--- config.mk ---
export PLATFORM = sky130hd
export DESIGN_NAME = network_status_indicators
export DESIGN_NICKNAME = d
export VERILOG_FILES = /design/src/nsi_pkg.sv /design/src/event_stretcher.sv /design/src/network_status_indicators.sv
export VERILOG_INCLUDE_DIRS = /design/src
export SDC_FILE = /design/constraint.sdc
export NUM_CORES = 1
export LEC_CHECK = 0
export BUFFER_PORTS_ARGS = -buffer_cell sky130_fd_sc_hd__buf_4
export CAP_MARGIN = 40
export CORE_MARGIN = 2
export CORE_UTILIZATION = 45
export CTS_CLUSTER_SIZE = 10
export DETAILED_ROUTE_END_ITERATION = 8
export MAX_ROUTING_LAYER = met4
export PLACE_DENSITY = 0.66
export SLEW_MARGIN = 15
export SYNTH_ARGS = -nofsm -noshare
export SYNTH_HDL_FRONTEND = slang
export SYNTH_SLANG_ARGS = --single-unit
export TNS_END_PERCENT = 10
--- constraint.sdc ---
create_clock -name clk_i -period 4 [get_ports clk_i]
set_input_delay 0.4 -clock clk_i [delete_from_list [all_inputs] [get_ports clk_i]]
set_output_delay 0.4 -clock clk_i [all_outputs]
set_load 0.01 [all_outputs]
--- src/nsi_map.svh ---
`ifndef NSI_MAP_SVH
`define NSI_MAP_SVH

// ----------------------------------------
// register offsets (byte addresses)
// ----------------------------------------
`define NSI_ADR_W 8
`define NSI_OFS_STATUS 8'h00
`define NSI_OFS_CTRL 8'h04
`define NSI_OFS_IRQ_STAT 8'h08
`define NSI_OFS_IRQ_EN 8'h0C
`define NSI_OFS_IRQ_CLR 8'h10

// ----------------------------------------
// field positions
// ----------------------------------------
`define NSI_ST_TX 0
`define NSI_ST_COL 1
`define NSI_ST_LINK_GOOD 2
`define NSI_ST_LINK_DIS 3
`define NSI_ST_AUI 4
`define NSI_ST_SQ_RED 5
`define NSI_ST_TEST 6
`define NSI_ST_W 7
`define NSI_CTRL_IND_EN 0
`define NSI_CTRL_CLK_EN 1
`define NSI_CTRL_W 2
`define NSI_IRQ_TX 0
`define NSI_IRQ_COL 1
`define NSI_IRQ_LINK 2
`define NSI_IRQ_W 3
`define NSI_PIN_LINK 0
`define NSI_PIN_PORT 1
`define NSI_PIN_SQ 2
`define NSI_PIN_TEST 3
`define NSI_PIN_W 4

// ----------------------------------------
// reset values
// ----------------------------------------
`define NSI_CTRL_RST 2'h3
`define NSI_IRQ_EN_RST 3'h0

// ----------------------------------------
// timing: 50 ms pulse, 40000 kHz clock
// ----------------------------------------
`define NSI_STRETCH_MS 32'h0000_0032
`define NSI_CLK_KHZ 32'h0000_9C40
`define NSI_STRETCH_W 21

`endif

--- src/nsi_pkg.sv ---
`default_nettype none

package nsi_pkg;

  typedef struct packed {
    logic col;
    logic tx;
  } ind_evt_t;

  typedef enum logic {
    ST_RESET,
    ST_RUN
  } run_state_t;

  typedef struct packed {
    logic test;
    logic sq_red;
    logic aui;
    logic link_dis;
    logic link_good;
    logic col;
    logic tx;
  } nsi_status_t;

endpackage

`default_nettype wire

--- src/event_stretcher.sv ---
`include "nsi_map.svh"
`default_nettype none

module event_stretcher #(
  parameter logic [`NSI_STRETCH_W-1:0] CYCLES = `NSI_STRETCH_W'(`NSI_STRETCH_MS * `NSI_CLK_KHZ)
) (
  // clock and reset
  input wire logic clk_i,
  input wire logic rst_i,
  // event and stretched level
  input wire logic trig_i,
  output logic active_o
);

  logic [`NSI_STRETCH_W-1:0] cnt_ff;
  logic active_ff;

  // ----------------------------------------
  // retriggerable down counter
  // ----------------------------------------
  always_ff @(posedge clk_i) begin
    if (rst_i) begin
      cnt_ff <= '0;
    end else if (trig_i) begin
      cnt_ff <= CYCLES;
    end else if (cnt_ff != '0) begin
      cnt_ff <= cnt_ff - 1'b1;
    end
  end

  always_ff @(posedge clk_i) begin
    if (rst_i) begin
      active_ff <= 1'b0;
    end else if (trig_i) begin
      active_ff <= 1'b1;
    end else if (cnt_ff == `NSI_STRETCH_W'(1)) begin
      active_ff <= 1'b0;
    end
  end

  assign active_o = active_ff;
endmodule

`default_nettype wire

--- src/network_status_indicators.sv ---
// Notes on behaviour
// - transmit indicator goes high about 50 ms per transmission, either port.
// - collision indicator goes high about 50 ms per collision, either port.
// - link pin role is decided by one sample at reset release.
// - as output, link pin pulled low while link good, released when broken.
// - with the attachment-unit port selected the good-link output stays released.
// - link pin low at reset release makes it input and disables link checking.
// - squelch select low gives standard threshold, high or open gives reduced.
// - a buffered 20 MHz clock is driven on its own output.
// - port select high routes coding to attachment port, low to twisted pair.
// - chip reset acts at once; its release is the link sampling moment. Here reset is synchronous and acts on the next clk_i rising edge.
//
// The implementer's own choices: the placing of the registers and the Wishbone interface to the registers.
`include "nsi_map.svh"
`default_nettype none

module network_status_indicators #(
  parameter logic [`NSI_STRETCH_W-1:0] STRETCH_CYCLES = `NSI_STRETCH_W'(`NSI_STRETCH_MS * `NSI_CLK_KHZ)
) (
  // clock and reset
  input wire logic clk_i,
  input wire logic rst_i,
  // wishbone slave
  input wire logic wb_cyc_i,
  input wire logic wb_stb_i,
  input wire logic wb_we_i,
  input wire logic [`NSI_ADR_W-1:0] wb_adr_i,
  input wire logic [3:0] wb_sel_i,
  input wire logic [31:0] wb_dat_i,
  output logic [31:0] wb_dat_o,
  output logic wb_ack_o,
  output logic irq_o,
  // events from controller and transceiver
  input wire logic tx_event_i,
  input wire logic col_event_i,
  input wire logic link_good_i,
  // board pins
  input wire logic link_good_or_disable_i,
  output logic link_good_or_disable_o,
  output logic link_good_or_disable_oe_o,
  input wire logic port_select_i,
  input wire logic squelch_level_select_i,
  input wire logic factory_test_i,
  // indicator and control outputs
  output logic transmit_activity_out_o,
  output logic collision_out_o,
  output logic clk20_o,
  output logic aui_select_o,
  output logic squelch_reduced_o,
  output logic link_check_en_o
);

  // ----------------------------------------
  // pin synchronisers
  // ----------------------------------------
  logic [`NSI_PIN_W-1:0] pin_meta_ff;
  logic [`NSI_PIN_W-1:0] pin_sync_ff;
  logic [`NSI_PIN_W-1:0] pin_raw;

  assign pin_raw = {factory_test_i, squelch_level_select_i, port_select_i, link_good_or_disable_i};

  // free running through reset so the release sample is settled
  always_ff @(posedge clk_i) begin
    pin_meta_ff <= pin_raw;
    pin_sync_ff <= pin_meta_ff;
  end

  logic link_pin_s;
  logic port_s;
  logic sq_s;
  logic test_s;

  assign link_pin_s = pin_sync_ff[`NSI_PIN_LINK];
  assign port_s = pin_sync_ff[`NSI_PIN_PORT];
  assign sq_s = pin_sync_ff[`NSI_PIN_SQ];
  assign test_s = pin_sync_ff[`NSI_PIN_TEST];

  // ----------------------------------------
  // reset release and link pin role
  // ----------------------------------------
  nsi_pkg::run_state_t state_ff;
  logic link_disable_ff;

  always_ff @(posedge clk_i) begin
    if (rst_i) begin
      state_ff <= nsi_pkg::ST_RESET;
    end else begin
      case (state_ff)
        nsi_pkg::ST_RESET: state_ff <= nsi_pkg::ST_RUN;
        nsi_pkg::ST_RUN: state_ff <= nsi_pkg::ST_RUN;
        default: state_ff <= nsi_pkg::ST_RESET;
      endcase
    end
  end

  // one sample, taken on the first edge after release
  always_ff @(posedge clk_i) begin
    if (rst_i) begin
      link_disable_ff <= 1'b0;
    end else if (state_ff == nsi_pkg::ST_RESET) begin
      link_disable_ff <= ~link_pin_s;
    end
  end

  // ----------------------------------------
  // control register
  // ----------------------------------------
  logic [`NSI_CTRL_W-1:0] ctrl_ff;
  logic ind_en;
  logic clk_en;

  assign ind_en = ctrl_ff[`NSI_CTRL_IND_EN];
  assign clk_en = ctrl_ff[`NSI_CTRL_CLK_EN];

  // ----------------------------------------
  // indicator stretchers
  // ----------------------------------------
  nsi_pkg::ind_evt_t evt_trig;
  nsi_pkg::ind_evt_t evt_active;

  assign evt_trig.tx = tx_event_i & ind_en;
  assign evt_trig.col = col_event_i & ind_en;

  genvar g;
  generate
    for (g = 0; g < 2; g++) begin : g_stretch
      event_stretcher #(
        .CYCLES(STRETCH_CYCLES)
      ) u_stretch (
        .clk_i(clk_i),
        .rst_i(rst_i),
        .trig_i(evt_trig[g]),
        .active_o(evt_active[g])
      );
    end
  endgenerate

  assign transmit_activity_out_o = evt_active.tx;
  assign collision_out_o = evt_active.col;

  // ----------------------------------------
  // good-link open-drain driver
  // ----------------------------------------
  logic led_on;

  assign led_on = (state_ff == nsi_pkg::ST_RUN) & ~link_disable_ff & ~port_s & link_good_i;

  always_ff @(posedge clk_i) begin
    if (rst_i) begin
      link_good_or_disable_oe_o <= 1'b0;
    end else begin
      link_good_or_disable_oe_o <= led_on;
    end
  end

  // driver only ever pulls low
  always_ff @(posedge clk_i) begin
    link_good_or_disable_o <= 1'b0;
  end

  always_ff @(posedge clk_i) begin
    if (rst_i) begin
      link_check_en_o <= 1'b0;
    end else begin
      link_check_en_o <= (state_ff == nsi_pkg::ST_RUN) & ~link_disable_ff;
    end
  end

  // ----------------------------------------
  // port and squelch straps
  // ----------------------------------------
  always_ff @(posedge clk_i) begin
    if (rst_i) begin
      aui_select_o <= 1'b0;
      squelch_reduced_o <= 1'b1;
    end else begin
      aui_select_o <= port_s;
      squelch_reduced_o <= sq_s;
    end
  end

  // ----------------------------------------
  // 20 MHz output from the 40 MHz clock
  // ----------------------------------------
  always_ff @(posedge clk_i) begin
    if (rst_i) begin
      clk20_o <= 1'b0;
    end else if (clk_en) begin
      clk20_o <= ~clk20_o;
    end else begin
      clk20_o <= 1'b0;
    end
  end

  // ----------------------------------------
  // interrupt status
  // ----------------------------------------
  logic [`NSI_IRQ_W-1:0] irq_stat_ff;
  logic [`NSI_IRQ_W-1:0] irq_en_ff;
  logic [`NSI_IRQ_W-1:0] irq_set;
  logic [`NSI_IRQ_W-1:0] irq_clr;
  logic led_q_ff;

  always_ff @(posedge clk_i) begin
    if (rst_i) begin
      led_q_ff <= 1'b0;
    end else begin
      led_q_ff <= link_good_or_disable_oe_o;
    end
  end

  always_comb begin
    irq_set = '0;
    irq_set[`NSI_IRQ_TX] = evt_trig.tx;
    irq_set[`NSI_IRQ_COL] = evt_trig.col;
    irq_set[`NSI_IRQ_LINK] = led_q_ff ^ link_good_or_disable_oe_o;
  end

  // set wins over a clear in the same cycle
  always_ff @(posedge clk_i) begin
    if (rst_i) begin
      irq_stat_ff <= '0;
    end else begin
      irq_stat_ff <= (irq_stat_ff & ~irq_clr) | irq_set;
    end
  end

  always_ff @(posedge clk_i) begin
    if (rst_i) begin
      irq_o <= 1'b0;
    end else begin
      irq_o <= |(((irq_stat_ff & ~irq_clr) | irq_set) & irq_en_ff);
    end
  end

  // ----------------------------------------
  // wishbone slave
  // ----------------------------------------
  function automatic logic reg_hit(input logic [`NSI_ADR_W-1:0] adr, input logic [`NSI_ADR_W-1:0] ofs);
    reg_hit = (adr == ofs);
  endfunction

  logic wb_req;
  logic wb_wr;
  nsi_pkg::nsi_status_t status;

  assign wb_req = wb_cyc_i & wb_stb_i & ~wb_ack_o;
  assign wb_wr = wb_req & wb_we_i & wb_sel_i[0];
  assign irq_clr = (wb_wr && reg_hit(wb_adr_i, `NSI_OFS_IRQ_CLR)) ? wb_dat_i[`NSI_IRQ_W-1:0] : '0;

  always_comb begin
    status.tx = evt_active.tx;
    status.col = evt_active.col;
    status.link_good = link_good_or_disable_oe_o;
    status.link_dis = link_disable_ff;
    status.aui = aui_select_o;
    status.sq_red = squelch_reduced_o;
    status.test = test_s;
  end

  always_ff @(posedge clk_i) begin
    if (rst_i) begin
      wb_ack_o <= 1'b0;
    end else begin
      wb_ack_o <= wb_req;
    end
  end

  always_ff @(posedge clk_i) begin
    if (rst_i) begin
      ctrl_ff <= `NSI_CTRL_RST;
      irq_en_ff <= `NSI_IRQ_EN_RST;
    end else if (wb_wr) begin
      if (reg_hit(wb_adr_i, `NSI_OFS_CTRL)) begin
        ctrl_ff <= wb_dat_i[`NSI_CTRL_W-1:0];
      end
      if (reg_hit(wb_adr_i, `NSI_OFS_IRQ_EN)) begin
        irq_en_ff <= wb_dat_i[`NSI_IRQ_W-1:0];
      end
    end
  end

  always_ff @(posedge clk_i) begin
    if (rst_i) begin
      wb_dat_o <= '0;
    end else if (wb_req && !wb_we_i) begin
      wb_dat_o <= '0;
      if (reg_hit(wb_adr_i, `NSI_OFS_STATUS)) begin
        wb_dat_o[`NSI_ST_W-1:0] <= status;
      end
      if (reg_hit(wb_adr_i, `NSI_OFS_CTRL)) begin
        wb_dat_o[`NSI_CTRL_W-1:0] <= ctrl_ff;
      end
      if (reg_hit(wb_adr_i, `NSI_OFS_IRQ_STAT)) begin
        wb_dat_o[`NSI_IRQ_W-1:0] <= irq_stat_ff;
      end
      if (reg_hit(wb_adr_i, `NSI_OFS_IRQ_EN)) begin
        wb_dat_o[`NSI_IRQ_W-1:0] <= irq_en_ff;
      end
    end
  end
endmodule

`default_nettype wire

==> metrics.cfg, run 1 <==
[cells_and_area]
drive_gt1_share_pct=15.0
areaGrowthSynthToFinish_pct=13.1
multiInputGateArea_um2=1810
regArea_um2=1540
fillers=746
diodes=0
fin_nets=503

[logic_synthesis]
yosys.area_share.simple_pct=24.2
synth_edf_count=0
yosysTopAreaCellShare_pct=43.3
synth_top_cell_by_area=dfxtp_1
yosys_register_bits=77
synth_compound_area_share_pct=13.9
synth_top_family_by_area=simple AND/OR/NAND/NOR gates
synth_mux_area_share_pct=2.04
synth_xor_area_share_pct=5.91
syn_inst=406
synthAdderAreaFrac_pct=2.11
ys.flop_type=dfxtp_1
yosysUniqueCellTypes=50
avgSynthCellArea_um2=8.76
seq_area_frac_synth_pct=43.3
async_flop_share_pct=0
synth_area_leaders=dfxtp_1, nor2_1, buf_4
yosysWarnings=0
syn-cell-area_um2=3560

[detailed_routing]
avgViaCountPerCell=5.31
dr.pass1.iters=4
drc_errors=0
initialDrtViolationCount=88
antenna_left=0
wirelength_um=7150
routedWlPerCell_um=13.1
routed-via-count=2910

[sta]
rsz0062_at_grt=no
maxSlewViolCount=0
hold_viol=0
slew_headroom_pct=41.3
period_minus_slack_ns=2.49
fin_worst_skew_ns=0.0104
setup_violations=0
worst_pin_slew_ns=0.874
worst_slack_ns=1.51
period_share_pct=62.3
max_freq_mhz=401
setup_tns_ns=0

[critical_path]
worstSetupStartpointType=flip-flop
worst-endpoint-arrival_ns=2.77
crit_type=flip-flop to flip-flop
end_kind=flip-flop
cp_max_fo=13
critPathRequiredTime_ns=4.28

[placement]
place_congestion=0.823
io_buffers=39
dp_hpwl_um=5030
dpl_worst_slack_ns=1.45

[clocking]
h-tree-depth=3
clock_latency_ns=0.35
cts_buffer_depth=2
numCtsBuffers=9
cts_tree=built
cts_setup_buffers=0
cts_hold_buf=0
cts-root-buf=clkbuf_8
clock-sinks=77
post_cts_resize_count=0
clk_pin_slew_worst_paths_ns=0.08

[grt]
overflow=0
grtUsageTotal_pct=18.3
antenna_found_initial=0
grt_max_degree=42
use_met3_pct=5.94
grt_use_met1_pct=22.6
grt_pass1_wl_um=12500
use_met2_pct=28.5
first_global_vias=2774
gr-max-usage-layer=met2

[min_path]
hold_class=input pin to flip-flop

[floorplanning]
die_w_um=92.9
rows=32
dieArea_um2=8640
core_um2=7690
initial_core_util_pct=46.3
ioPinCount=98
die_y_um=92.9

[power]
peakVddDrop_mv=0.224
powerDensity_nw_per_um2=453
p_leak_uw=0.00164

[flow_run]
maxCapViolCount=0

[outcome]
status=finished, final reports clean

## final cells by class
class	count	area share, %
multi-input combinational	301	45.0
sequential	77	38.3
timing repair buffer	40	7.46
tap	102	3.17
clock buffer	9	3.08
clock inverter	7	1.83
inverter	12	1.12
## synthesized netlist by cell type (2+ instances only)
cell,n
dfxtp_1,77
nor2_1,53
buf_4,26
nand2_1,19
a21oi_1,18
nand3_1,16
xor2_1,16
nor3_1,13
inv_1,12
clkbuf_1,11
or4_1,10
a211oi_1,9
a31oi_1,9
o31ai_1,9
o21ai_0,8
or3_1,8
xnor2_1,8
a22oi_1,7
ha_1,6
nor2b_1,6
nor4_1,6
and3_1,5
mux2i_1,5
o211ai_1,5
nand4_1,4
nor4b_1,4
a311oi_1,3
and4_1,3
or2_2,3
buf_1,2
buf_2,2
mux2_2,2
nand2b_1,2
nand3b_1,2
o2111ai_1,2
## kinds of logic after synthesis
family                   after synthesis
XOR/XNOR                              24
flip-flops                            77
other                                  1
AO/OA/AOI/OAI                         75
AND/OR/NAND/NOR                      163
buffers and inverters                 53
multiplexers                           7
adder cells (fa/ha/maj)                6
## flip-flops by register name (all words and copies together) (netlist names), 2 cells and up
signal / flops
g_stretch.u_stretch.cnt_ff: 42
wb_dat_o: 7
pin_meta_ff: 4
pin_sync_ff: 4
irq_en_ff: 3
irq_stat_ff: 3
ctrl_ff: 2
g_stretch.u_stretch.active_o: 2
## worst max-delay path, stage by stage, from the launching register on
cell,delay [ns]
dfxtp_1,0.36
or3_1,0.52
nand3b_1,0.36
o21ai_1,0.78
o31ai_1,0.19
a31oi_1,0.20
## per-stage QoR
| step | utilization (%) | total power, uW | hold WS [ns] | instance area, um2 | std cells |
|---|---|---|---|---|---|
| 2_1_floorplan | - | 1180 | 0.310 | 3650 | 431 |
| 3_3_place_gp | 49.8 | 1250 | 0.311 | 3830 | 532 |
| 3_5_place_dp | 49.8 | 1250 | 0.312 | 3830 | 532 |
| 4_1_cts | 52.3 | 1850 | 0.126 | 4020 | 548 |
| 5_1_grt | 52.3 | 1940 | 0.110 | 4020 | 548 |
| 6_report | 52.3 | 1820 | 0.147 | 4020 | 548 |
## power by group
part	internal, uW	leakage [uW]	switching [uW]	total (uW)
Combinational	156	0.000903	216	372
Sequential	821	0.000635	47.5	869
Clock	290	0.0000996	292	582
## cells in the final DEF, fill, tap and decap left out, types with 10 or more instances in the layout
master   instances
or4_1           10
a21oi_1         18
inv_1           12
nor2_1          53
xor2_1          16
nor3_1          13
nand2_1         19
conb_1          26
dfxtp_1         77
nand3_1         16
buf_4           40
## routing by layer
| layer | vias to the layer above | share of wire [%] |
|---|---|---|
| li1 | 1481 | - |
| met1 | 1365 | 47 |
| met2 | 56 | 48 |
| met3 | 8 | 3.6 |
| met4 | 0 | 0.92 |
| met5 | - | 0 |
## path summary, 6_finish.rpt
| check | depth (start not counted) | slack [ns] | to | from |
|---|---|---|---|---|
| setup / recovery | 5 | 1.51 | g_stretch[1].u_stretch.cnt_ff[17] | g_stretch[1].u_stretch.cnt_ff[10] |
| hold / removal | 1 | 0.15 | pin_meta_ff[1] | port_select_i |
| setup reg to reg | 5 | 1.51 | g_stretch[1].u_stretch.cnt_ff[17] | g_stretch[1].u_stretch.cnt_ff[10] |
| hold reg to reg | 0 | 0.33 | pin_sync_ff[1] | pin_meta_ff[1] |
Power figures use the tool's default switching activity.
==> run 2: changes to the inputs <==
- PLACE_DENSITY: 0.66 -> 0.69
- clock period: 4 -> 2.1 ns (I/O delays scaled with it)
==> metrics.cfg, run 2 (same netlist as run 1, synthesis figures left out) <==
[outcome]
status=finished, final reports clean

[sta]
setup_tns_ns=0
period_minus_slack_ns=1.99
rsz0062_at_grt=no
period_share_pct=94.9
fin_worst_skew_ns=0.00965
max_freq_mhz=502
setup_violations=0
worst_slack_ns=0.107
worst_pin_slew_ns=0.539
hold_viol=0
slew_headroom_pct=64.0
maxSlewViolCount=0

[cells_and_area]
mostFrequentLayoutCells=dfxtp_1, buf_4, nor2_1, conb_1, nand2_1
regArea_um2=1540
multiInputGateArea_um2=1820
fin_nets=535
top_regs=g_stretch.u_stretch.cnt_ff (42), wb_dat_o (7)
drive_gt1_share_pct=20.9
regMostFlops=g_stretch.u_stretch.cnt_ff
final_cells=580
largest_reg_flops=42
final_area_um2=4300
final_common_cell=dfxtp_1
post-route-util_pct=55.9
areaGrowthSynthToFinish_pct=20.8
fillers=695
diodes=0

[power]
p_leak_uw=0.00179
powerDensity_nw_per_um2=846
peakVddDrop_mv=0.459

[detailed_routing]
avgViaCountPerCell=5.14
drc_errors=0
antenna_left=0
routed-via-count=2981
initialDrtViolationCount=126
routedWlPerCell_um=13.1
dr.pass1.iters=4
wirelength_um=7620

[floorplanning]
die_w_um=92.9
dieArea_um2=8640
ioPinCount=98
die_y_um=92.9
initial_core_util_pct=46.3
core_um2=7690
rows=32

[placement]
post_dp_cell_area_um2=4020
place_congestion=0.835
dpl.cell_count=558
dp_hpwl_um=5410
dpl_worst_slack_ns=0.0895
io_buffers=39

[grt]
antenna_found_initial=0
use_met3_pct=4.23
use_met2_pct=31.5
gr-max-usage-layer=met2
grt_use_met1_pct=22.6
grt_pass1_wl_um=12800
grt_max_degree=42
grtUsageTotal_pct=18.8
first_global_vias=2900
overflow=0

[clocking]
h-tree-depth=3
cts_tree=built
cts-root-buf=clkbuf_8
cts_buffer_depth=2
clk_pin_slew_worst_paths_ns=0.08
clock-sinks=77
clock_latency_ns=0.35
numCtsBuffers=9

[critical_path]
critPathRequiredTime_ns=2.37
crit_type=flip-flop to flip-flop
worst-endpoint-arrival_ns=2.26
end_kind=flip-flop
cp_max_fo=4
worstSetupStartpointType=flip-flop

[min_path]
hold_class=input pin to flip-flop

[flow_run]
maxCapViolCount=0

## run 2: final cells by class
type / instances / area share [%]
well taps: 102 / 2.97
inverters: 12 / 1.05
flip-flops and latches: 77 / 35.9
clock inverters: 6 / 1.63
clock buffers: 10 / 3.20
multi-input cells: 301 / 42.4
repair buffers: 72 / 12.8
## run 2: through the flow
stage	hold slack (ns)	power, uW
finish	0.0924	3640
global route	0.0658	3860
CTS	0.0726	3660
detailed placement	0.313	2500
global placement	0.312	2480
floorplan	0.238	2250
## run 2: final timing paths
check                                        start                                end  slack, ns  cells past startpoint
setup / recovery  g_stretch[1].u_stretch.cnt_ff[0]  g_stretch[1].u_stretch.cnt_ff[11]       0.11                      8
hold / removal                         wb_dat_i[0]                     irq_stat_ff[0]       0.09                      2
setup reg to reg  g_stretch[1].u_stretch.cnt_ff[0]  g_stretch[1].u_stretch.cnt_ff[11]       0.11                      8
hold reg to reg                     pin_meta_ff[3]                     pin_sync_ff[3]       0.33                      0
## run 2: power by group
part / internal, uW / switching, uW
Clock: 587 / 556
Combinational: 400 / 444
Sequential: 1560 / 86.5
Total: 2550 / 1090
## run 2: timing repair
item / in CTS / in global routing
setup endpoints to repair: 0 / 3
hold buffers: 4 / 0
endpoints found under the hold margin: 4 / 0
gates resized for setup: 0 / 5
setup buffers: 0 / 2
## run 2: metal layers
layer	vias up	part of all wire (%)	wire [um]
li1	1535	-	-
met1	1390	47	3600
met2	49	49	3720
met3	7	3.0	226
met4	0	0.94	72
met5	-	0	0
## run 2: worst max-delay path, stage by stage (launching register included)
cell and delay [ns]:
dfxtp_2 0.33, inv_1 0.06, ha_1 0.21, nor2b_1 0.15, nand3b_1 0.13, o21ai_2 0.09
buf_4 0.17, or4_2 0.62, a21oi_2 0.16
